==> src/logic/frame_align_defs.svh <==
// offsets, field positions, reset values and counts for the frame alignment and alarm slice
`ifndef FRAME_ALIGN_DEFS_SVH
`define FRAME_ALIGN_DEFS_SVH

`define FA_REG_FRAMING_CTRL 8'h00
`define FA_REG_ALARM_GEN 8'h08
`define FA_REG_IRQ_STATUS 8'h10
`define FA_REG_IRQ_MASK 8'h14
`define FA_REG_ALARM_STATUS 8'h18

`define FA_FRM_ALG_SEL_BIT 0
`define FA_FRM_ESF_BIT 1
`define FA_ALARM_RED_EN_BIT 6
`define FA_ALARM_YEL_HI 5
`define FA_ALARM_YEL_LO 4
`define FA_ALARM_WR_MASK 8'h7F
`define FA_IRQ_LOSS_BIT 0
`define FA_IRQ_LOCK_BIT 1
`define FA_IRQ_MASK_BITS 8'h03

`define FA_FRAMING_RESET 8'h00
`define FA_ALARM_GEN_RESET 8'h00
`define FA_IRQ_MASK_RESET 8'h00

`define FA_ALIGN_WORD_PATTERN 7'h1B
`define FA_NFAS_OFFSET 9'h0FA
`define FA_LOSS_LIMIT 2'h3
`define FA_YEL_SF_OFF 2'h0
`define FA_YEL_SF_FS12 2'h2
`define FA_SECOND_MSB 3'h1

`endif

==> src/logic/frame_align_pkg.sv <==
// types shared by the frame alignment and alarm slice
package frame_align_pkg;

    typedef enum logic [2:0] {
        ST_SEARCH = 3'h0,
        ST_VERIFY_NFAS = 3'h1,
        ST_VERIFY_WORD = 3'h3,
        ST_VERIFY_WORD2 = 3'h2,
        ST_LOCKED = 3'h6
    } align_state_t;

endpackage : frame_align_pkg

==> src/logic/frame_align_alarm_control.sv <==
// receive frame alignment, loss-of-frame alarms and transmit yellow alarm insertion
`timescale 1ns/100ps
`include "frame_align_defs.svh"

module frame_align_alarm_control (
    input wire logic clk,
    input wire logic rst_n,
    input wire logic [7:0] reg_addr,
    input wire logic [7:0] reg_wdata,
    input wire logic reg_wr,
    input wire logic reg_rd,
    output logic [7:0] reg_rdata,
    input wire logic rx_line_bit,
    input wire logic rx_line_strobe,
    input wire logic tx_bit_in,
    input wire logic tx_bit_strobe,
    input wire logic [2:0] tx_chan_bit,
    input wire logic tx_dl_slot,
    input wire logic tx_fs12_slot,
    output logic tx_bit_out,
    output logic tx_bit_valid,
    output logic rx_frame_lock_pulse,
    output logic rx_frame_loss_irq,
    output logic red_alarm,
    output logic irq
);

    // ************************************************************
    // line input synchronisers
    // ************************************************************
    logic bit_s1_q, bit_s2_q;
    logic stb_s1_q, stb_s2_q, stb_s3_q;
    logic rx_stb;

    always_ff @(posedge clk) begin
        if (!rst_n) begin
            bit_s1_q <= 1'b0;
            bit_s2_q <= 1'b0;
            stb_s1_q <= 1'b0;
            stb_s2_q <= 1'b0;
            stb_s3_q <= 1'b0;
        end else begin
            bit_s1_q <= rx_line_bit;
            bit_s2_q <= bit_s1_q;
            stb_s1_q <= rx_line_strobe;
            stb_s2_q <= stb_s1_q;
            stb_s3_q <= stb_s2_q;
        end
    end

    // edge taken after the second stage; a strobe high for a single clock is enough
    assign rx_stb = stb_s2_q & ~stb_s3_q;

    // ************************************************************
    // registers
    // ************************************************************
    logic [7:0] framing_q, framing_d;
    logic [7:0] alarm_gen_q, alarm_gen_d;
    logic [7:0] mask_q, mask_d;
    logic [7:0] rdata_q, rdata_d;
    logic [7:0] status_q, status_d;
    logic irq_q, irq_d;
    logic loss_evt, lock_evt;
    logic lost_q;
    logic red_en;
    frame_align_pkg::align_state_t state_q;

    assign red_en = alarm_gen_q[`FA_ALARM_RED_EN_BIT];

    always_comb begin
        framing_d = framing_q;
        alarm_gen_d = alarm_gen_q;
        mask_d = mask_q;
        status_d = status_q;
        rdata_d = 8'h00;
        if (reg_wr) begin
            unique case (reg_addr)
                `FA_REG_FRAMING_CTRL: framing_d = reg_wdata & 8'h03;
                `FA_REG_ALARM_GEN: alarm_gen_d = reg_wdata & `FA_ALARM_WR_MASK;
                `FA_REG_IRQ_MASK: mask_d = reg_wdata & `FA_IRQ_MASK_BITS;
                `FA_REG_IRQ_STATUS: status_d = status_q & ~reg_wdata;
                default: ;
            endcase
        end
        // set after clear: an event in the clearing cycle survives
        if (loss_evt) begin
            status_d[`FA_IRQ_LOSS_BIT] = 1'b1;
        end
        if (lock_evt) begin
            status_d[`FA_IRQ_LOCK_BIT] = 1'b1;
        end
        if (reg_rd) begin
            unique case (reg_addr)
                `FA_REG_FRAMING_CTRL: rdata_d = framing_q;
                `FA_REG_ALARM_GEN: rdata_d = alarm_gen_q;
                `FA_REG_IRQ_MASK: rdata_d = mask_q;
                `FA_REG_IRQ_STATUS: rdata_d = status_q;
                `FA_REG_ALARM_STATUS: rdata_d = {5'h00, lost_q & red_en, lost_q,
                                                 state_q == frame_align_pkg::ST_LOCKED};
                default: rdata_d = 8'h00;
            endcase
        end
        irq_d = |(status_d & mask_q);
    end

    always_ff @(posedge clk) begin
        if (!rst_n) begin
            framing_q <= `FA_FRAMING_RESET;
            alarm_gen_q <= `FA_ALARM_GEN_RESET;
            mask_q <= `FA_IRQ_MASK_RESET;
            status_q <= 8'h00;
            rdata_q <= 8'h00;
            irq_q <= 1'b0;
        end else begin
            framing_q <= framing_d;
            alarm_gen_q <= alarm_gen_d;
            mask_q <= mask_d;
            status_q <= status_d;
            rdata_q <= rdata_d;
            irq_q <= irq_d;
        end
    end

    assign reg_rdata = rdata_q;
    assign irq = irq_q;

    // ************************************************************
    // frame alignment search
    // ************************************************************
    frame_align_pkg::align_state_t state_d;
    logic [6:0] shift_q, shift_d;
    logic [8:0] cnt_q, cnt_d;
    logic [1:0] err_q, err_d;
    logic lost_d;
    logic lock_q, lock_d;
    logic lossp_q, lossp_d;
    logic red_q, red_d;
    logic word_hit;

    always_comb begin
        state_d = state_q;
        shift_d = shift_q;
        cnt_d = cnt_q;
        err_d = err_q;
        lost_d = lost_q;
        lock_evt = 1'b0;
        loss_evt = 1'b0;
        word_hit = 1'b0;
        if (rx_stb) begin
            shift_d = {shift_q[5:0], bit_s2_q};
            cnt_d = cnt_q + 9'h001;
            word_hit = (shift_d == `FA_ALIGN_WORD_PATTERN);
            unique case (state_q)
                frame_align_pkg::ST_SEARCH: begin
                    if (word_hit) begin
                        cnt_d = 9'h000;
                        state_d = frame_align_pkg::ST_VERIFY_NFAS;
                    end
                end
                frame_align_pkg::ST_VERIFY_NFAS: begin
                    if (cnt_d == `FA_NFAS_OFFSET) begin
                        state_d = bit_s2_q ? frame_align_pkg::ST_VERIFY_WORD : frame_align_pkg::ST_SEARCH;
                    end
                end
                frame_align_pkg::ST_VERIFY_WORD: begin
                    if (cnt_d == 9'h000) begin
                        if (!word_hit) begin
                            state_d = frame_align_pkg::ST_SEARCH;
                        end else if (framing_q[`FA_FRM_ALG_SEL_BIT]) begin
                            state_d = frame_align_pkg::ST_VERIFY_WORD2;
                        end else begin
                            state_d = frame_align_pkg::ST_LOCKED;
                            lock_evt = 1'b1;
                        end
                    end
                end
                frame_align_pkg::ST_VERIFY_WORD2: begin
                    // extra check: odd-frame bit, then the word one frame pair later
                    if (cnt_d == `FA_NFAS_OFFSET && !bit_s2_q) begin
                        state_d = frame_align_pkg::ST_SEARCH;
                    end else if (cnt_d == 9'h000) begin
                        state_d = word_hit ? frame_align_pkg::ST_LOCKED : frame_align_pkg::ST_SEARCH;
                        lock_evt = word_hit;
                    end
                end
                frame_align_pkg::ST_LOCKED: begin
                    if (cnt_d == 9'h000) begin
                        if (word_hit) begin
                            err_d = 2'h0;
                        end else if (err_q == `FA_LOSS_LIMIT - 2'h1) begin
                            err_d = 2'h0;
                            state_d = frame_align_pkg::ST_SEARCH;
                            loss_evt = 1'b1;
                        end else begin
                            err_d = err_q + 2'h1;
                        end
                    end
                end
                default: state_d = frame_align_pkg::ST_SEARCH;
            endcase
        end
        if (loss_evt) begin
            lost_d = 1'b1;
        end else if (lock_evt) begin
            lost_d = 1'b0;
        end
        lock_d = lock_evt;
        lossp_d = loss_evt;
        // red follows lost with the lock pulse, so it drops in the cycle the pulse is seen
        red_d = lost_d & red_en;
    end

    always_ff @(posedge clk) begin
        if (!rst_n) begin
            state_q <= frame_align_pkg::ST_SEARCH;
            shift_q <= 7'h00;
            cnt_q <= 9'h000;
            err_q <= 2'h0;
            lost_q <= 1'b0;
            lock_q <= 1'b0;
            lossp_q <= 1'b0;
            red_q <= 1'b0;
        end else begin
            state_q <= state_d;
            shift_q <= shift_d;
            cnt_q <= cnt_d;
            err_q <= err_d;
            lost_q <= lost_d;
            lock_q <= lock_d;
            lossp_q <= lossp_d;
            red_q <= red_d;
        end
    end

    assign rx_frame_lock_pulse = lock_q;
    assign rx_frame_loss_irq = lossp_q;
    assign red_alarm = red_q;

    // ************************************************************
    // transmit yellow alarm insertion
    // ************************************************************
    logic [1:0] yel_sel;
    logic yel_on;
    logic [3:0] pat_q, pat_d;
    logic txo_q, txo_d;
    logic txv_q, txv_d;

    assign yel_sel = alarm_gen_q[`FA_ALARM_YEL_HI:`FA_ALARM_YEL_LO];
    // yellow only while frame is lost, declaration enabled and a mode chosen
    assign yel_on = lost_q & red_en & (yel_sel != `FA_YEL_SF_OFF);

    always_comb begin
        pat_d = pat_q;
        txo_d = txo_q;
        txv_d = tx_bit_strobe;
        if (tx_bit_strobe) begin
            txo_d = tx_bit_in;
            if (framing_q[`FA_FRM_ESF_BIT]) begin
                if (tx_dl_slot && yel_on) begin
                    txo_d = ~pat_q[3];
                    pat_d = pat_q + 4'h1;
                end
            end else if (yel_on) begin
                if (yel_sel == `FA_YEL_SF_FS12) begin
                    if (tx_fs12_slot) begin
                        txo_d = 1'b1;
                    end
                end else if (tx_chan_bit == `FA_SECOND_MSB) begin
                    txo_d = 1'b0;
                end
            end
        end
        if (!yel_on) begin
            // restart so each alarm begins with the run of ones
            pat_d = 4'h0;
        end
    end

    always_ff @(posedge clk) begin
        if (!rst_n) begin
            pat_q <= 4'h0;
            txo_q <= 1'b0;
            txv_q <= 1'b0;
        end else begin
            pat_q <= pat_d;
            txo_q <= txo_d;
            txv_q <= txv_d;
        end
    end

    assign tx_bit_out = txo_q;
    assign tx_bit_valid = txv_q;

endmodule : frame_align_alarm_control

==> config.mk <==
export PLATFORM = sky130hd
export DESIGN_NAME = frame_align_alarm_control
export DESIGN_NICKNAME = d
export VERILOG_FILES = /design/src/logic/frame_align_pkg.sv /design/src/logic/frame_align_alarm_control.sv
export VERILOG_INCLUDE_DIRS = /design/src /design/src/logic
export SDC_FILE = /design/constraint.sdc
export NUM_CORES = 1
export LEC_CHECK = 0
export BUFFER_PORTS_ARGS = -buffer_cell sky130_fd_sc_hd__buf_4
export CORE_MARGIN = 2
export CORE_UTILIZATION = 50
export CTS_CLUSTER_SIZE = 40
export DETAILED_ROUTE_END_ITERATION = 10
export GPL_TIMING_DRIVEN = 0
export PLACE_DENSITY = 0.69
export SYNTH_ARGS = -nofsm -noshare
export SYNTH_HDL_FRONTEND = slang
export SYNTH_SLANG_ARGS = --single-unit
==> constraint.sdc <==
create_clock -name clk -period 2.8 [get_ports clk]
set_input_delay 0.42 -clock clk [delete_from_list [all_inputs] [get_ports clk]]
set_output_delay 0.42 -clock clk [all_outputs]
set_load 0.05 [all_outputs]
==> results by stage <==
Status:
- The run finished with clean final reports.

Cells and area:
- The number of nets in the final layout is 439.
- The share of post-route cells with drive strength above 1 is 0.187.
- The area growth from synthesis to layout is 21.2%.
- The post-route non-filler standard cell count is between 400 and 500.
- For this run, the share of the core covered by cells in the final layout is 0.638.
- Counting the fill cells in the layout gives between 500 and 600.
- The antenna cell count is 0.
- The cell area after layout is around 0.0036 mm2.

Logic synthesis:
- For this run, the number of Yosys warnings is 0.
- Counting flops and latches in the post-synthesis netlist gives 63.
- For this run, the register share of the synthesized area comes to 0.430.
- For this run, the leading register cell type out of synthesis is sky130_fd_sc_hd__dfxtp_1.
- Of the post-synthesis cell area, the dominant cell type holds 0.430.
- The synthesized net count is approximately 390.
- Synthesis produced a netlist whose cell count is 354.
- The count of different cell masters after synthesis is 61.
- In the synthesized netlist the async set-or-reset flop fraction comes to 0.
- Sorting the synthesized cells by area gives the leading types as sky130_fd_sc_hd__dfxtp_1 43%, sky130_fd_sc_hd__a21oi_1 7.2%, sky130_fd_sc_hd__nand2_1 6.6%, sky130_fd_sc_hd__nor2_1 4.5%, sky130_fd_sc_hd__nand3_1 3.6%.
- In this run, synthesis inferred 0 flip-flops with an integrated enable.
- Of all cell types, the one taking the most synthesized area is sky130_fd_sc_hd__dfxtp_1.
- Summing every instance area after synthesis gives a little under 0.003 mm2.
- The post-synthesis average cell area is approximately 8.3 um2.

Timing:
- The number of failing hold endpoints at the final stage came to 0.
- The final critical-path setup slack is about 0.25 ns.
- The setup total negative slack is 0 ns.
- For the pin with the worst max-slew slack, the measured transition is just under 1 ns.
- The achievable clock frequency is slightly below 0.4 GHz.
- The number of slew-limit violations in the final report was 0.
- For the finished layout, the period the worst path requires is between 2 and 3 ns.
- The count of endpoints failing setup in the final report is 0.
- Between clock sinks in the finished design, the worst skew comes to 0.00874 ns.
- Dividing the final minimum period by the clock period gives 0.912.
- Setup repair after global routing left no endpoint under its margin.
- The worst pin sits at a relative slew slack of 0.343.

Route:
- The post-route antenna net violation count is 0.
- In the routed design, unresolved DRC markers number 0.
- The routed layout has ~2.7k vias.
- The via density per instance is ~5.6.
- The DRC marker count from the first detailed-route iteration is approximately 130.
- The pre-antenna-repair detailed-routing pass consisted of 5 iterations.
- After detailed routing, the total wire length is ~6700 um.
- In the final routed layout, each cell accounts on average for 13.8 um.

Clock network:
- Buffers added to address setup during post-CTS repair amount to 0.
- The number of H-tree levels is 3.
- The cell sitting at the root of the clock tree is a sky130_fd_sc_hd__clkbuf_8.
- The number of buffers between clock root and the deepest sink is 2.
- The number of clock sinks seen by CTS is 63.
- The number of gates given a new drive strength after cts is 0.
- TritonCTS built the clock tree.
- The worst-skew pair later-pin latency is between 0.3 and 0.4 ns.
- After clock tree synthesis, the flow added hold-fix buffers numbering 0.
- The clock transition at the register clock pins on the worst setup and hold paths after CTS is approximately 0.080 ns.
- The number of buffers added by the clock tree synthesis step is 9.

Floorplan:
- In this run the standard cell core region covers 0.00557 mm2.
- The chip width is 80.6 um.
- The initial utilization of the core area, before any placement, comes to 0.527.
- The count of boundary I/O pins is 43.
- The die covers 0.00650 mm2.
- After floorplanning, the core was divided into 27 placement rows.
- The die outline height is roughly 81 um.

Place:
- The worst setup slack after placement is approximately 0.28 ns.
- Routability-driven placement finished with a final weighted congestion of 0.903.
- The number of placed instances, taps included, is 467.
- Input and output buffers added on the ports amount to 41.
- The HPWL after detailed placement is 4840 um.
- The placed instances occupy a cell area of 0.00333 mm2.

Critical path:
- The required time of the critical path is just over 3 ns.
- The endpoint type of the worst setup path is a flop.
- The largest delay contributor family on the critical path is compound AO/OA/AOI/OAI gates.
- The launching element type of the critical path is a flop.
- The delay of the slowest cell on the worst path is approximately 0.57 ns.
- For the worst setup path, the data arrival time is 2.84 ns.
- The slowest library cell on the worst path is sky130_fd_sc_hd__o311ai_1.
- The signal on the critical path passes through ha_1 > buf_2 > a21oi_1 > o211a_1 > o311ai_1 > nor3_1 > o21ai_2 > mux2i_1.
- Counting both buffers and inverters, the worst setup path holds a total of 1.
- The type of the setup path with the least slack is flop to flop.
- The peak fanout along the critical path is 10.

Global routing:
- The maximum number of pins on one net before global-route repair is 14.
- The global-route usage over all layers is 0.223.
- The initial antenna violation count is 0.
- The global-route wire length before repair is about 11000 um.
- The number of global-route vias before repair is 2417.
- The total grt overflow is 0.

Hold path:
- The path class of the tightest hold or removal check is primary input to flop.

Power and ir drop:
- The ratio of total power to cell area is 533 mW/mm2.
- The analysis attributes to cell leakage a power of approximately 0.0014 uW.
- The maximum VDD drop is 0.423 mV.

Flow run:
- Max-cap violations in this run came to 0.
registers in the layout, indices dropped and copies added, names as in the netlist, 2 cells and up:
| name | cells |
|---|---|
| alarm_gen_q | 7 |
| cnt_q | 9 |
| err_q | 2 |
| framing_q | 2 |
| mask_q | 2 |
| pat_q | 4 |
| reg_rdata | 8 |
| shift_q | 6 |
| state_q | 3 |
| status_q | 8 |
cells in the mapped netlist (all sizes together), types with 3 or more instances:
cell	number
a21oi	42
a22oi	5
and2	6
buf	6
clkbuf	12
dfxtp	63
ha	4
inv	12
mux2i	7
nand2	53
nand2b	4
nand3	21
nand4	4
nor2	35
nor2b	3
nor3	4
nor3b	4
nor4	4
o21ai	10
or3	8
xor2	4
path summary, 6_finish.rpt:
kind / cells past startpoint / from / end / slack (ns)
worst max-delay path: 8 / cnt_q[0] / state_q[0] / 0.25
worst min-delay path: 2 / reg_wdata[7] / status_q[7] / 0.23
worst max register to register: 8 / cnt_q[0] / state_q[0] / 0.25
worst min register to register: 2 / status_q[7] / reg_rdata[7] / 0.43
through the flow:
step	total power (uW)	hold WS (ns)
floorplan	969	0.410
global placement	1020	0.418
detailed placement	1020	0.418
CTS	1910	0.217
global route	1950	0.221
finish	1900	0.229
cell families (layout without fill, tap and decap cells):
family / after synthesis / in the layout / share of synthesized area
buffers and inverters: 30 / 87 / 0.0490
DFF: 63 / 63 / 0.430
adders and majority gates: 4 / 4 / 0.0171
and+or+nand+nor: 160 / 160 / 0.273
muxes: 7 / 7 / 0.0239
AOI/OAI and AO/OA: 84 / 84 / 0.190
xor gates and xnor gates: 6 / 6 / 0.0179
layout by cell type (no fill, tap or decap), types with 3 or more instances in the layout:
master                     instances
sky130_fd_sc_hd__a21oi_1          42
sky130_fd_sc_hd__inv_1            12
sky130_fd_sc_hd__nor3b_1           4
sky130_fd_sc_hd__clkbuf_8         10
sky130_fd_sc_hd__buf_4            41
sky130_fd_sc_hd__ha_1              4
sky130_fd_sc_hd__nor4_1            3
sky130_fd_sc_hd__mux2i_1           7
sky130_fd_sc_hd__nor2b_1           3
sky130_fd_sc_hd__buf_2             4
sky130_fd_sc_hd__a22oi_1           5
sky130_fd_sc_hd__and2_1            6
sky130_fd_sc_hd__nor2_1           35
sky130_fd_sc_hd__nor3_1            4
sky130_fd_sc_hd__nand2_1          52
sky130_fd_sc_hd__inv_6             3
sky130_fd_sc_hd__nand4_1           4
sky130_fd_sc_hd__nand3_1          21
sky130_fd_sc_hd__o21ai_0           9
sky130_fd_sc_hd__xor2_1            4
sky130_fd_sc_hd__dfxtp_1          63
sky130_fd_sc_hd__clkbuf_1         10
sky130_fd_sc_hd__or3_1             8
sky130_fd_sc_hd__nand2b_1          4
power by group:
group,switching [uW],leakage (uW),internal (uW)
Sequential,4.63,0.000509,901
Combinational,52.1,0.000765,40.9
Clock,389,0.000107,510
Total,446,0.00138,1450
layer usage:
| metal | global-route usage | wire length, um |
|---|---|---|
| met3 | 0.0539 | 261 |
| met4 | 0.0881 | 90 |
| met5 | 0 | 0 |
| met1 | 0.291 | 3280 |
| met2 | 0.353 | 3050 |
final cells by class:
| type | count | area [um2] | area share |
|---|---|---|---|
| buffer | 18 | 98.8 | 0.0278 |
| clock buffer | 9 | 124 | 0.0348 |
| clock inverter | 7 | 101 | 0.0285 |
| inverter | 12 | 45.0 | 0.0127 |
| multi-input combinational | 261 | 1530 | 0.430 |
| sequential | 63 | 1260 | 0.354 |
| tap | 72 | 90.1 | 0.0253 |
| timing repair buffer | 41 | 308 | 0.0865 |
No activity file was read; power rests on OpenSTA's default activity.
